`src/verilog/dct_pkg.sv`:
```
package dct_pkg;

    ////////////////////////////////////////////////////////////////////////////////
    // widths

    localparam int DCT_DATA_W  = 32;
    localparam int DCT_IDX_W   = 4;
    localparam int DCT_ADDR_W  = 8;
    localparam int DCT_BE_W    = 4;
    localparam int DCT_IDX_LSB = 8;

    ////////////////////////////////////////////////////////////////////////////////
    // register offsets (byte addresses)

    localparam logic [DCT_ADDR_W-1:0] DCT_OFS_CTRL     = 8'h00;
    localparam logic [DCT_ADDR_W-1:0] DCT_OFS_STATUS   = 8'h04;
    localparam logic [DCT_ADDR_W-1:0] DCT_OFS_ENTRY_24 = 8'he0;
    localparam logic [DCT_ADDR_W-1:0] DCT_OFS_ENTRY_25 = 8'he4;
    localparam logic [DCT_ADDR_W-1:0] DCT_OFS_ENTRY_26 = 8'he8;
    localparam logic [DCT_ADDR_W-1:0] DCT_OFS_ENTRY_27 = 8'hec;

    ////////////////////////////////////////////////////////////////////////////////
    // fixed patterns of the table entries, index field cleared

    localparam logic [DCT_DATA_W-1:0] DCT_BASE_ENTRY_24 = 32'h0000_0000;
    localparam logic [DCT_DATA_W-1:0] DCT_BASE_ENTRY_25 = 32'h0000_2000;
    localparam logic [DCT_DATA_W-1:0] DCT_BASE_ENTRY_26 = 32'h0002_e000;
    localparam logic [DCT_DATA_W-1:0] DCT_BASE_ENTRY_27 = 32'h0003_2000;
    localparam logic [DCT_DATA_W-1:0] DCT_ZERO_WORD     = 32'h0000_0000;

    ////////////////////////////////////////////////////////////////////////////////
    // control and status fields

    localparam int DCT_CTRL_ERR_EN_BIT  = 0;
    localparam int DCT_STAT_CORE_EN_BIT = 0;
    localparam int DCT_STAT_WR_ERR_BIT  = 1;
    localparam int DCT_STAT_DEC_ERR_BIT = 2;
    localparam int DCT_LANE_LOW         = 0;

    localparam logic DCT_CTRL_ERR_EN_RST = 1'b0;
    localparam logic DCT_FLAG_RST        = 1'b0;

    ////////////////////////////////////////////////////////////////////////////////
    // avalon response codes

    localparam logic [1:0] DCT_RESP_OKAY    = 2'h0;
    localparam logic [1:0] DCT_RESP_SLVERR  = 2'h2;
    localparam logic [1:0] DCT_RESP_DECERR  = 2'h3;

    typedef enum logic {
        DCT_ST_IDLE,
        DCT_ST_ACK
    } dct_state_t;

    ////////////////////////////////////////////////////////////////////////////////
    // entry word: fixed pattern with the block index in bits 11:8

    function automatic logic [DCT_DATA_W-1:0] dct_entry_word(
        input logic [DCT_DATA_W-1:0] base,
        input logic [DCT_IDX_W-1:0]  idx
    );
        logic [DCT_DATA_W-1:0] w;
        w = base;
        w[DCT_IDX_LSB +: DCT_IDX_W] = idx;
        return w;
    endfunction

endpackage

```
`src/verilog/dct_entry_view.sv`:
```
`timescale 1ns/1ps

module dct_entry_view
    import dct_pkg::*;
(
    input  wire logic [DCT_ADDR_W-1:0] addr_i,
    input  wire logic [DCT_IDX_W-1:0]  sel_24_i,
    input  wire logic [DCT_IDX_W-1:0]  sel_25_i,
    input  wire logic [DCT_IDX_W-1:0]  sel_26_i,
    input  wire logic [DCT_IDX_W-1:0]  sel_27_i,
    output logic                       hit_o,
    output logic [DCT_DATA_W-1:0]      word_o
);

    ////////////////////////////////////////////////////////////////////////////////
    // live view of the table entries, no state and no side effect

    always_comb
    begin
        hit_o  = 1'b1;
        word_o = DCT_ZERO_WORD;
        case (addr_i)
            DCT_OFS_ENTRY_24: word_o = dct_entry_word(DCT_BASE_ENTRY_24, sel_24_i);
            DCT_OFS_ENTRY_25: word_o = dct_entry_word(DCT_BASE_ENTRY_25, sel_25_i);
            DCT_OFS_ENTRY_26: word_o = dct_entry_word(DCT_BASE_ENTRY_26, sel_26_i);
            DCT_OFS_ENTRY_27: word_o = dct_entry_word(DCT_BASE_ENTRY_27, sel_27_i);
            default:
            begin
                hit_o  = 1'b0;
                word_o = DCT_ZERO_WORD;
            end
        endcase
    end

endmodule

```
`src/verilog/dct_top.sv`:
```
`timescale 1ns/1ps

// Function
// - reading an entry returns its live 32-bit table content, touching nothing in the core
// - entries stay readable regardless of whether the core is enabled
// - entry 24 is zero except block select 24 in bits 11:8
// - entry 25 holds 2 in bits 15:12, block select 25 in bits 11:8
// - entry 26 holds 2E in bits 19:12, block select 26 in bits 11:8
// - entries 24..26 are read-only words at e0, e4, e8; writes set the sticky write error flag and, with err_en set, answer SLVERR
// - entry 27 is a read-only word at ec
// - entry 27 holds 32 in bits 19:12, block select 27 in bits 11:8
module dct_top
    import dct_pkg::*;
#(
    parameter int ADDR_W = DCT_ADDR_W
)
(
    input  wire logic                  CORE_CLK_I,
    input  wire logic                  SYS_RST_I,
    input  wire logic [ADDR_W-1:0]     AVS_ADDRESS_I,
    input  wire logic                  AVS_READ_I,
    input  wire logic                  AVS_WRITE_I,
    input  wire logic [DCT_DATA_W-1:0] AVS_WRITEDATA_I,
    input  wire logic [DCT_BE_W-1:0]   AVS_BYTEENABLE_I,
    output logic      [DCT_DATA_W-1:0] AVS_READDATA_O,
    output logic      [1:0]            AVS_RESPONSE_O,
    output logic                       AVS_WAITREQUEST_O,
    input  wire logic [DCT_IDX_W-1:0]  BLOCK_SELECT_ENTRY_24_I,
    input  wire logic [DCT_IDX_W-1:0]  BLOCK_SELECT_ENTRY_25_I,
    input  wire logic [DCT_IDX_W-1:0]  BLOCK_SELECT_ENTRY_26_I,
    input  wire logic [DCT_IDX_W-1:0]  BLOCK_SELECT_ENTRY_27_I,
    input  wire logic                  CORE_ENABLED_I
);

    ////////////////////////////////////////////////////////////////////////////////
    // elaboration check

    generate
        if (ADDR_W < DCT_ADDR_W)
        begin : g_bad_addr_w
            $error("address width too small for the register map");
        end
    endgenerate

    ////////////////////////////////////////////////////////////////////////////////
    // state

    typedef struct packed {
        dct_state_t            state;
        logic [DCT_DATA_W-1:0] rdata;
        logic [1:0]            resp;
        logic                  err_en;
        logic                  wr_err;
        logic                  dec_err;
    } dct_regs_t;

    localparam dct_regs_t DCT_REGS_RST = '{
        state:   DCT_ST_IDLE,
        rdata:   DCT_ZERO_WORD,
        resp:    DCT_RESP_OKAY,
        err_en:  DCT_CTRL_ERR_EN_RST,
        wr_err:  DCT_FLAG_RST,
        dec_err: DCT_FLAG_RST
    };

    dct_regs_t             cur_ff;
    dct_regs_t             nxt_cur;

    logic [DCT_ADDR_W-1:0] low_addr;
    logic                  high_zero;
    logic                  entry_hit;
    logic [DCT_DATA_W-1:0] entry_word;
    logic                  req;
    logic                  set_wr_err;
    logic                  set_dec_err;
    logic                  clr_wr_err;
    logic                  clr_dec_err;
    logic [DCT_DATA_W-1:0] status_word;
    logic [DCT_DATA_W-1:0] ctrl_word;

    ////////////////////////////////////////////////////////////////////////////////
    // address split, upper address bits must be zero for a hit

    assign low_addr  = AVS_ADDRESS_I[DCT_ADDR_W-1:0];
    assign high_zero = (AVS_ADDRESS_I >> DCT_ADDR_W) == '0;
    assign req       = AVS_READ_I | AVS_WRITE_I;

    ////////////////////////////////////////////////////////////////////////////////
    // entry view

    logic                  view_hit;

    dct_entry_view u_view (
        .addr_i   (low_addr),
        .sel_24_i (BLOCK_SELECT_ENTRY_24_I),
        .sel_25_i (BLOCK_SELECT_ENTRY_25_I),
        .sel_26_i (BLOCK_SELECT_ENTRY_26_I),
        .sel_27_i (BLOCK_SELECT_ENTRY_27_I),
        .hit_o    (view_hit),
        .word_o   (entry_word)
    );

    assign entry_hit = view_hit & high_zero;

    ////////////////////////////////////////////////////////////////////////////////
    // readback words of the local registers

    always_comb
    begin
        ctrl_word                        = DCT_ZERO_WORD;
        ctrl_word[DCT_CTRL_ERR_EN_BIT]   = cur_ff.err_en;
        status_word                      = DCT_ZERO_WORD;
        status_word[DCT_STAT_CORE_EN_BIT] = CORE_ENABLED_I;
        status_word[DCT_STAT_WR_ERR_BIT]  = cur_ff.wr_err;
        status_word[DCT_STAT_DEC_ERR_BIT] = cur_ff.dec_err;
    end

    ////////////////////////////////////////////////////////////////////////////////
    // bus slave: take request in idle, answer with waitrequest low one cycle later

    always_comb
    begin
        nxt_cur     = cur_ff;
        set_wr_err  = 1'b0;
        set_dec_err = 1'b0;
        clr_wr_err  = 1'b0;
        clr_dec_err = 1'b0;
        case (cur_ff.state)
            DCT_ST_IDLE:
            begin
                if (req)
                begin
                    nxt_cur.state = DCT_ST_ACK;
                    nxt_cur.resp  = DCT_RESP_OKAY;
                    nxt_cur.rdata = DCT_ZERO_WORD;
                    if (AVS_READ_I)
                    begin
                        if (entry_hit)
                        begin
                            // no core enable gating
                            nxt_cur.rdata = entry_word;
                        end
                        else if (high_zero && low_addr == DCT_OFS_CTRL)
                        begin
                            nxt_cur.rdata = ctrl_word;
                        end
                        else if (high_zero && low_addr == DCT_OFS_STATUS)
                        begin
                            nxt_cur.rdata = status_word;
                        end
                        else
                        begin
                            set_dec_err = 1'b1;
                            if (cur_ff.err_en)
                            begin
                                nxt_cur.resp = DCT_RESP_DECERR;
                            end
                        end
                    end
                    else
                    begin
                        if (entry_hit)
                        begin
                            // write to a read-only entry is dropped
                            set_wr_err = 1'b1;
                            if (cur_ff.err_en)
                            begin
                                nxt_cur.resp = DCT_RESP_SLVERR;
                            end
                        end
                        else if (high_zero && low_addr == DCT_OFS_CTRL)
                        begin
                            if (AVS_BYTEENABLE_I[DCT_LANE_LOW])
                            begin
                                nxt_cur.err_en = AVS_WRITEDATA_I[DCT_CTRL_ERR_EN_BIT];
                            end
                        end
                        else if (high_zero && low_addr == DCT_OFS_STATUS)
                        begin
                            if (AVS_BYTEENABLE_I[DCT_LANE_LOW])
                            begin
                                clr_wr_err  = AVS_WRITEDATA_I[DCT_STAT_WR_ERR_BIT];
                                clr_dec_err = AVS_WRITEDATA_I[DCT_STAT_DEC_ERR_BIT];
                            end
                        end
                        else
                        begin
                            set_dec_err = 1'b1;
                            if (cur_ff.err_en)
                            begin
                                nxt_cur.resp = DCT_RESP_DECERR;
                            end
                        end
                    end
                end
            end
            DCT_ST_ACK:
            begin
                nxt_cur.state = DCT_ST_IDLE;
            end
            default:
            begin
                nxt_cur.state = DCT_ST_IDLE;
            end
        endcase
        // sticky flags, a set in the clearing cycle wins
        nxt_cur.wr_err  = (cur_ff.wr_err & ~clr_wr_err) | set_wr_err;
        nxt_cur.dec_err = (cur_ff.dec_err & ~clr_dec_err) | set_dec_err;
    end

    ////////////////////////////////////////////////////////////////////////////////
    // state register

    always_ff @(posedge CORE_CLK_I)
    begin
        if (SYS_RST_I)
        begin
            cur_ff <= DCT_REGS_RST;
        end
        else
        begin
            cur_ff <= nxt_cur;
        end
    end

    ////////////////////////////////////////////////////////////////////////////////
    // outputs

    assign AVS_WAITREQUEST_O = (cur_ff.state != DCT_ST_ACK);
    assign AVS_READDATA_O    = cur_ff.rdata;
    assign AVS_RESPONSE_O    = cur_ff.resp;

endmodule

```
`config.mk`:
```
export PLATFORM = sky130hd
export DESIGN_NAME = dct_top
export DESIGN_NICKNAME = d
export VERILOG_FILES = /design/src/verilog/dct_pkg.sv /design/src/verilog/dct_entry_view.sv /design/src/verilog/dct_top.sv
export SDC_FILE = /design/constraint.sdc
export NUM_CORES = 1
export LEC_CHECK = 0
export BUFFER_PORTS_ARGS = -buffer_cell sky130_fd_sc_hd__buf_2
export CAP_MARGIN = 20
export CORE_MARGIN = 3
export CORE_UTILIZATION = 40
export CTS_CLUSTER_DIAMETER = 40
export DETAILED_ROUTE_END_ITERATION = 6
export PLACE_DENSITY = 0.85
export SETUP_SLACK_MARGIN = 0.3
export SLEW_MARGIN = 20
export SYNTH_ARGS = -nofsm -noshare
export SYNTH_HDL_FRONTEND = slang
export SYNTH_SLANG_ARGS = --single-unit
```
`constraint.sdc`:
```
create_clock -name CORE_CLK_I -period 2.84 [get_ports CORE_CLK_I]
set_input_delay 0 -clock CORE_CLK_I [delete_from_list [all_inputs] [get_ports CORE_CLK_I]]
set_output_delay 0 -clock CORE_CLK_I [all_outputs]
set_load 0.02 [all_outputs]
```
==> results of run 1 <==
[synthesized netlist by cell type (2+ instances only)]
| cell type | n | area (µm²) |
|---|---|---|
| buf_4 | 34 | 255 |
| nand2b_1 | 2 | 12.5 |
| a22oi_1 | 5 | 37.5 |
| dfxtp_1 | 17 | 340 |
| a21oi_1 | 9 | 45.0 |
| o31ai_1 | 3 | 22.5 |
| nand2_1 | 9 | 33.8 |
| nor3_1 | 2 | 10.0 |
| nand3_1 | 4 | 20.0 |
| o21ai_1 | 3 | 15.0 |
| mux4_2 | 4 | 90.1 |
| buf_6 | 2 | 22.5 |
| nor2_1 | 9 | 33.8 |
| nand3b_1 | 2 | 15.0 |
[worst reg2reg max path: cells and delay by family (launching register included)]
family,cells,cell delay (ns)
AOI/OAI and AO/OA,2,0.27
and+or+nand+nor,2,0.61
DFF,1,0.34
[power by group through the flow]
stage / registers, mW / clock network (mW) / logic (mW)
2_1_floorplan: 0.248 / 0 / 0.0862
3_3_place_gp: 0.248 / 0 / 0.0929
3_5_place_dp: 0.248 / 0 / 0.0939
4_1_cts: 0.243 / 0.130 / 0.0950
5_1_grt: 0.243 / 0.142 / 0.105
6_report: 0.243 / 0.123 / 0.0958
[flip-flops by register name, indices dropped and copies added, names as in the netlist]
name	count
ctrl_word	1
cur_ff	3
AVS_RESPONSE_O	2
AVS_READDATA_O	11
[layer usage]
metal | share of wire, % | routed length (µm) | global-route usage [%]
met1 | 45 | 990 | 18.0
met2 | 44 | 972 | 19.9
met4 | 1.2 | 27 | 6.80
met5 | 0 | 0 | 0
met3 | 10 | 232 | 1.97
[cell families after synthesis]
logic type             count (synthesis)  share of synthesized area [%]
AOI/OAI and AO/OA                     21                           11.6
buffers and inverters                 40                           26.4
DFF                                   17                           30.6
muxes                                  6                           10.0
other                                  1                          0.337
and+or+nand+nor                       40                           21.1
[final timing paths]
kind                                         from                  to  slack, ns  cells after the start
worst min-delay path                   AVS_READ_I           cur_ff[1]       0.07                      4
worst max register to register         cur_ff[37]  AVS_READDATA_O[13]       1.54                      4
worst max-delay path                   cur_ff[37]  AVS_READDATA_O[13]       1.54                      4
worst min register to register  AVS_RESPONSE_O[0]   AVS_RESPONSE_O[0]       0.46                      2
[final cells by class]
type / instances / area (µm²) / share of cell area, %
sequential: 17 / 340 / 28.2
timing repair buffer: 49 / 250 / 20.7
clock buffer: 4 / 26.3 / 2.17
tap: 30 / 37.5 / 3.11
multi-input combinational: 87 / 551 / 45.5
inverter: 1 / 3.75 / 0.311
[per-stage QoR]
| stage | power, mW | util, % | instances |
|---|---|---|---|
| 2_1_floorplan | 0.334 | - | 144 |
| 3_3_place_gp | 0.341 | 45.5 | 182 |
| 3_5_place_dp | 0.342 | 45.5 | 182 |
| 4_1_cts | 0.468 | 46.9 | 187 |
| 5_1_grt | 0.490 | 47.1 | 188 |
| 6_report | 0.462 | 47.1 | 188 |
==> qor.csv, run 1 <==
metric,value,unit
Vias/cell,4.78,
RSZ-0062 raised after global routing,no,
Worst Setup Slack post-DPL,1.49,ns
min setup slack post-route,1.54,ns
final hold violation count,0,
post-layout net count,224,
dpl hpwl,1790,µm
critical-path cell list,nor2b_1 > nor3b_4 > o21ai_1 > a21oi_1,
status,"complete, no violations",
I/O pin total,100,
gpl congestion,0.760,
Critical Path Max Stage Delay,0.40,ns
Worst Path Max Fanout,8,
"commonest non-fill, non-tap cell in the layout",buf_2,
first-pass GRT wire length,3470,µm
Max Cap Viol,0,
drt first-iter violations,16,
CP Buf/Inv Count,0,
Critical Path AT,1.51,ns
Worst-path clk slew,0.09,ns
gr ovfl total,0,
All-Layer GR Usage,13.2,%
vias in the first global route,798,
Internal,0.331,mW
Crit Path Class,reg2reg,
Sw Pwr,0.131,mW
"Avg Cell Area, Syn",8.91,µm²
critical path's slowest cell,nor3b_4,
pwr dens,382,nW/µm²
Post-Syn Area,1110,µm²
relative slew slack,65.9,%
clk_lat worst skew,0.28,ns
Hold Crit Class,in2reg,
Pleak,0.564,nW
critical path required time,3.05,ns
final-layout fill cell count,269,
Post-CTS Setup Inserts,0,
Reg power frac,52.6,%
CP Capture Type,flop,
initial antenna violation count,0,
Clock Path Buffers,2,
Post-synth EDFFs,0,
Final Slew Violations,0,
setup_tns,0,ns
Ys Warns,0,
endpoints failing setup,0,
Via Count,898,
Synth Flop Type,dfxtp_1,
crit start category,flop,
Vert. Die Dim,58.8,µm
DP Area,1170,µm²
clk root buf,clkbuf_4,
ANT cells,0,
drt pass-1 iters,4,
register area share after synthesis,30.6,%
overall routed net length,2220,µm
share of total power in the clock network,26.7,%
WHS,0.0674,ns
chip width,58.8,µm
die area,3450,µm²
Final Cycle Share,45.6,%
TritonCTS Buffers,3,
DRC violation count after routing,0,
layout cells sized above 1,39.2,%
Top delay family on crit path,simple AND/OR/NAND/NOR gates,
I/O Buffers,47,
post-route ant nets,0,
most frequent cells in the layout,"buf_2, conb_1, dfxtp_1",
TritonCTS Sinks,17,
Post-Syn Instances,125,
Final min period,1.30,ns
"FFs w/ async S/R, synth",0,%
Worst Max-Slew Pin Slew,0.507,ns
# resized after CTS,0,
largest net degree at the start of global routing,19,
Synth-to-Final Area Change,8.54,%
synthesis-stage register bit count,17,
Routed WL per cell,11.8,µm
CTS HTree Levels,1,
Worst Skew,0.00346,ns
switching share of power,28.3,%
core area,2570,µm²
"IR drop worst, VDD",0.205,mV
distinct cell type count after synthesis,34,
Logic pwr share,20.7,%
"Non-Filler Cell Area, Final",1210,µm²
initial core utilization,43.4,%
Achievable Freq,772,MHz
CTS Hold Bufs,1,
CTS tree,done,
# rows,18,
Note: power is estimated with default switching activity, not from simulation.
==> run 2, diff against run 1 <==
ABC_AREA = 1   (was default)
PLACE_DENSITY = 0.8   (was 0.85)
clock period = 1.35 ns   (was 2.84 ns; I/O delays follow)
==> run 2 against run 1 <==
Sequential cell count did not move. Core utilization increased by 2.6 points. Register-to-register slack got worse by 1.3 ns. Maximum frequency increased by 16%. Cell count up 54%. Clock power up 120%. Sequential share of layout area down 6.0 points. Critical endpoint is now ctrl_word[0]. Highest routed layer is now met3. Critical path depth rose by 4. Power is 120% higher. Via count grew 41%. Routed wire length up 28%. Area after synthesis rose by 18%.
==> qor.csv, run 2 <==
metric,value,unit,change
register area,342,µm²,+0.37%
"FFs w/ async S/R, synth",0,%,unchanged
dpl hpwl,2270,µm,+27%
overall routed net length,2840,µm,+28%
Post-Synth XOR/XNOR Area,0,%,unchanged
Placed Cells incl. Taps,280,,+54%
Reg power frac,49.8,%,-2.8 points
post-layout net count,312,,+39%
HP Start,AVS_READ_I,,
Crit Path Class,reg2reg,,
share of total power in the clock network,26.0,%,-0.7 points
die area,4020,µm²,+16%
layout cells sized above 1,36.6,%,-2.7 points
post-layout utilization of the core,49.6,%,+2.6 points
Vert. Die Dim,63.4,µm,+7.8%
gpl congestion,0.735,,-3.4%
critical path required time,1.58,ns,-1.47 ns
Vias/cell,4.36,,-8.8%
clk root buf,clkbuf_4,,
critical path's slowest cell,dfxtp_2,,
"IR drop worst, VDD",0.430,mV,+110%
initial antenna violation count,0,,unchanged
Worst Skew,0.00375,ns,+0.000295 ns
CP Capture Type,flop,,
Final Cycle Share,82.7,%,+37 points
Max Cap Viol,0,,unchanged
setup_tns,0,ns,unchanged
FF-to-FF Start,cur_ff[37],,
Worst Path Max Fanout,3,,-5
CTS Hold Bufs,0,,-1
Critical Path Most Common Cell,nor2_4,,
Sw Pwr,0.317,mW,+140%
Post-synth EDFFs,0,,unchanged
pwr dens,667,nW/µm²,+74%
Worst Setup Slack post-DPL,0.175,ns,-1.31 ns
endpoints failing setup,0,,unchanged
final-layout fill cell count,339,,+26%
crit start category,flop,,
R2R depth,8,,+4
Non-Filler Instances,290,,+54%
Adder-Cell Fraction of Synth Area,0,%,unchanged
core area,3100,µm²,+21%
drt first-iter violations,76,,+60
largest family of logic cells by synthesized area,simple AND/OR/NAND/NOR gates,,
chip width,63.4,µm,+7.8%
Post-Syn Instances,206,,+65%
CTS HTree Levels,1,,unchanged
synthesis-stage register bit count,17,,unchanged
Final min period,1.12,ns,-0.179 ns
clk_lat worst skew,0.28,ns,about the same
Final Slew Violations,0,,unchanged
Hold Crit Class,in2reg,,
cell taking the most area after synthesis,dfxtp_1,,
Pleak,0.819,nW,+45%
Synth Flop Type,dfxtp_1,,
post-synthesis compound-gate area fraction,7.60,%,-4.0 points
distinct cell type count after synthesis,21,,-38%
Yosys top cell area share,25.9,%,-4.7 points
RSZ-0062 raised after global routing,yes,,
# rows,20,,+2
min setup slack post-route,0.233,ns,-1.31 ns
critical-path cell list,nor2_4 > buf_6 > nand2_2 > nor2_4 > nand3_1 > nand2_1 > inv_1 > nor2_1,,
TritonCTS Buffers,3,,unchanged
Worst Hold Depth,3,,-1
I/O pin total,100,,unchanged
Worst-path clk slew,0.10,ns,about the same
drt pass-1 iters,4,,unchanged
TritonCTS Sinks,17,,unchanged
Clock Path Buffers,2,,unchanged
initial core utilization,42.4,%,-0.95 points
simple-gate portion of the synthesized area,39.4,%,+18 points
mux contribution to synthesized area,0,%,-10 points
Achievable Freq,896,MHz,+16%
Ys Warns,0,,unchanged
Top delay family on crit path,simple AND/OR/NAND/NOR gates,,
"top cells by area, synth","dfxtp_1, buf_4, nand2_1",,
switching share of power,30.8,%,+2.5 points
ANT cells,0,,unchanged
first-pass GRT wire length,4530,µm,+30%
stages on the worst setup path,8,,+4
max FFs per register,11,,unchanged
CTS tree,done,,
area of the multi-input gates,731,µm²,+33%
worst setup path start,cur_ff[37],,
post-route ant nets,0,,unchanged
Critical Path Max Stage Delay,0.34,ns,-0.06 ns
CP Buf/Inv Count,2,,+2
Synth-to-Final Area Change,17.0,%,
"Avg Cell Area, Syn",6.39,µm²,-28%
All-Layer GR Usage,13.7,%,+0.53 points
Critical Path AT,1.35,ns,-0.16 ns
Logic pwr share,24.2,%,+3.5 points
final hold violation count,0,,unchanged
Internal,0.710,mW,+110%
Via Count,1263,,+41%
status,"complete, no violations",,
most frequent cells in the layout,"nand2_1, buf_2, inv_1",,
gr ovfl total,0,,unchanged
"commonest non-fill, non-tap cell in the layout",nand2_1,,
largest net degree at the start of global routing,16,,-3
register area share after synthesis,25.9,%,-4.7 points
I/O Buffers,47,,unchanged
DRC violation count after routing,0,,unchanged
Routed WL per cell,9.79,µm,-17%
most common cell in the netlist,nand2_1,,
vias in the first global route,1097,,+37%
commonest cells in the netlist,"nand2_1, buf_4, inv_1, dfxtp_1, nor2_1",,
Post-Syn Area,1320,µm²,+18%
## run 2: layer usage
layer | GRT usage (%) | share of wire, %
met5 | 0 | 0
met4 | 1.62 | 0
met3 | 5.53 | 8.7
met2 | 23.5 | 50
met1 | 16.4 | 41
## run 2: worst paths after layout
check	to	slack, ns
worst max register to register	ctrl_word[0]	0.23
worst min-delay path	AVS_READDATA_O[0]	0.05
worst max-delay path	ctrl_word[0]	0.23
worst min register to register	AVS_READDATA_O[8]	0.46
## run 2: layout make-up
cell class | count | share of cell area (%)
clock buffers | 4 | 1.71
inverters | 23 | 5.93
multi-input cells | 149 | 47.4
flip-flops and latches | 17 | 22.2
well taps | 44 | 3.57
repair buffers | 53 | 19.2
## run 2: power by group through the flow
stage | Combinational, mW | Sequential, mW | Clock, mW
2_1_floorplan | 0.178 | 0.522 | 0
3_3_place_gp | 0.202 | 0.522 | 0
3_5_place_dp | 0.203 | 0.523 | 0
4_1_cts | 0.227 | 0.511 | 0.278
5_1_grt | 0.272 | 0.512 | 0.313
6_report | 0.249 | 0.511 | 0.267
## run 2: metrics by stage
step                      power, mW  area [µm²]  hold WS (ns)
after detailed placement      0.725        1410         0.356
after global routing           1.10        1540        0.0537
after global placement        0.724        1410         0.344
after CTS                      1.02        1490        0.0410
after floorplan               0.700        1390        0.0624
final                          1.03        1540        0.0491
## run 2: kinds of logic (layout without fill, tap and decap cells)
| kind of cell | Yosys count | after routing |
|---|---|---|
| compound gates | 18 | 18 |
| buf+inv | 59 | 80 |
| other cells | 1 | 20 |
| flops | 17 | 17 |
| simple gates | 111 | 111 |
## run 2: worst register-to-register path: cells and delay by family (launching register included)
kind | cells | cell delay, ns
simple gates | 6 | 0.56
buf+inv | 2 | 0.17
flops | 1 | 0.34
## run 2: what timing repair did
item                       CTS  global route
buffers inserted             4             2
pin swaps                    2             4
resized for setup            7            10
setup endpoints to repair   11            12
==> run 3, diff against run 2 <==
CORE_UTILIZATION = 36   (was 40)
PLACE_DENSITY = 0.76   (was 0.8)
clock period = 0.9 ns   (was 1.35 ns; I/O delays follow)
==> run 3 against run 2 <==
Non-clock buffer count is 19 higher. Via count is 3.7% higher. Maximum frequency is 2.8% higher. Clock power is 56% higher. Worst hold slack worse by 0.062 ns. Largest power group unchanged. Critical path type unchanged. Final area is 16% higher. Register-to-register slack worse by 0.42 ns. First-iteration DRC count is 42% lower. Clock skew is 0.0014 ns lower. The run now ends with hold timing, setup timing left. Worst setup slack worse by 0.42 ns.
==> qor.csv, run 3 (synthesis gave the netlist of run 2 again) <==
metric,value,unit,change
post-layout net count,331,,+6.1%
post-route ant nets,0,,unchanged
largest net degree at the start of global routing,11,,-5
capturing point of the worst reg2reg path,AVS_READDATA_O[17],,
most frequent cells in the layout,"nand2_1, buf_2, buf_4",,
I/O pin total,100,,unchanged
R2R depth,7,,-1
Via Count,1310,,+3.7%
Final Slew Violations,0,,unchanged
initial core utilization,38.5,%,-3.9 points
met2 GRT Util,24.7,%,+1.2 points
clk root buf,clkbuf_4,,
CP Capture Type,flop,,
All-Layer GR Usage,13.4,%,-0.26 points
max FFs per register,11,,unchanged
Vert. Die Dim,66.5,µm,+4.9%
Worst Hold Depth,2,,-1
final-layout fill cell count,352,,+3.8%
overall routed net length,3070,µm,+8.1%
Final Cycle Share,121,%,+38 points
Synth-to-Final Area Change,35.8,%,
"IR drop worst, VDD",0.494,mV,+15%
Final min period,1.09,ns,-0.0307 ns
TritonCTS Buffers,3,,unchanged
Hold Path End,cur_ff[1],,
endpoints failing setup,16,,+16
Achievable Freq,921,MHz,+2.8%
grt peak-use layer,met2,,
initial antenna violation count,0,,unchanged
ANT cells,0,,unchanged
gr ovfl total,0,,unchanged
HP Start,SYS_RST_I,,
Pleak,0.936,nW,+14%
FF-to-FF setup slack,-0.19,ns,-0.42 ns
RSZ-0062 raised after global routing,yes,,
first-pass GRT wire length,4730,µm,+4.6%
CTS tree,done,,
crit start category,flop,,
Vias/cell,4.21,,-3.3%
DP Area,1520,µm²,+7.2%
layout cells sized above 1,47.9,%,+11 points
"Power, Total",1.58,mW,+54%
chip width,66.5,µm,+4.9%
TritonCTS Sinks,17,,unchanged
I/O Buffers,47,,unchanged
status,"finished, violations left",,
WHS,-0.0132,ns,-0.0623 ns
gpl congestion,0.823,,+12%
final hold violation count,4,,+4
failing checks,"hold timing, setup timing",,
FF-to-FF Start,cur_ff[37],,
setup_tns,-1.58,ns,-1.58 ns
drt pass-1 iters,4,,unchanged
pwr dens,882,nW/µm²,+32%
critical path required time,1.15,ns,-0.43 ns
CTS HTree Levels,1,,unchanged
Routed WL per cell,9.86,µm,+0.77%
"Non-Filler Cell Area, Final",1790,µm²,+16%
Hold Crit Class,in2reg,,
GR Util met3,4.05,%,-1.5 points
"commonest non-fill, non-tap cell in the layout",nand2_1,,
Worst Path Max Fanout,7,,+4
M1 GR Usage,15.5,%,-0.92 points
min setup slack post-route,-0.186,ns,-0.419 ns
vias in the first global route,1173,,+6.9%
Critical Path AT,1.34,ns,about the same
drt first-iter violations,44,,-42%
clk_lat worst skew,0.29,ns,about the same
# rows,21,,+5.0%
die area,4420,µm²,+10%
Worst Skew,0.00231,ns,-0.00144 ns
Max Cap Viol,0,,unchanged
core area,3420,µm²,+10%
Clock Path Buffers,2,,unchanged
dpl hpwl,2450,µm,+7.8%
Worst-path clk slew,0.10,ns,about the same
DRC violation count after routing,0,,unchanged
Crit Path Class,reg2reg,,
-- run 3: cell types whose count changed in the layout (fill, tap and decap cells not counted), sizes merged --
cell    change
buf        +19
clkbuf      -1
clkinv      +1
-- run 3: worst max-delay path by stage --
| stage | slack [ns] | end | from | cells past startpoint |
|---|---|---|---|---|
| after CTS | -0.18 | ctrl_word[0] | cur_ff[37] | 8 |
| final | -0.19 | AVS_READDATA_O[17] | cur_ff[37] | 7 |
| after global routing | -0.27 | ctrl_word[0] | cur_ff[37] | 8 |
| after detailed placement | -0.15 | AVS_READDATA_O[17] | cur_ff[37] | 7 |
| after global placement | -0.15 | AVS_READDATA_O[0] | AVS_ADDRESS_I[0] | 10 |
| after floorplan | -0.05 | AVS_READDATA_O[17] | cur_ff[37] | 7 |
-- run 3: through the flow --
stage                     util (%)  cells  worst slack (ns)
after floorplan                  -    225           -0.0549
after global placement        44.4    295            -0.152
after detailed placement      44.4    295            -0.155
after CTS                     50.8    307            -0.183
after global routing          52.3    311            -0.267
final                         52.3    311            -0.186
-- run 3: critical path, cell delays in order (launching register included) --
cell     delay (ns)
dfxtp_2        0.35
nor2_4         0.14
inv_4          0.07
nor2_4         0.18
nand3_4        0.11
nand3_2        0.10
nand2_2        0.05
inv_2          0.04
-- run 3: what timing repair did --
item,CTS,global route
resized for setup,51,8
hold endpoints to repair,5,2
setup buffers,8,4
pin swaps,5,7
setup endpoints to repair,32,32
-- run 3: per-layer routing --
metal	wire, µm	share of wire, %
met1	1260	41
met3	192	6.3
met4	8	0.26
met5	0	0
met2	1600	52
-- run 3: layout make-up --
| class | instances | area (µm²) | share of cell area (%) |
|---|---|---|---|
| repair buffers | 72 | 520 | 29.1 |
| clock inverters | 1 | 5.00 | 0.280 |
| multi-input cells | 149 | 734 | 41.1 |
| flip-flops and latches | 17 | 357 | 19.9 |
| inverters | 23 | 91.3 | 5.11 |
| clock buffers | 3 | 22.5 | 1.26 |
| well taps | 46 | 57.6 | 3.22 |
-- run 3: power by group --
group	internal (mW)	switching [mW]	leakage [nW]
clock	0.165	0.251	0.0177
sequential	0.761	0.00720	0.144
combinational	0.149	0.244	0.774
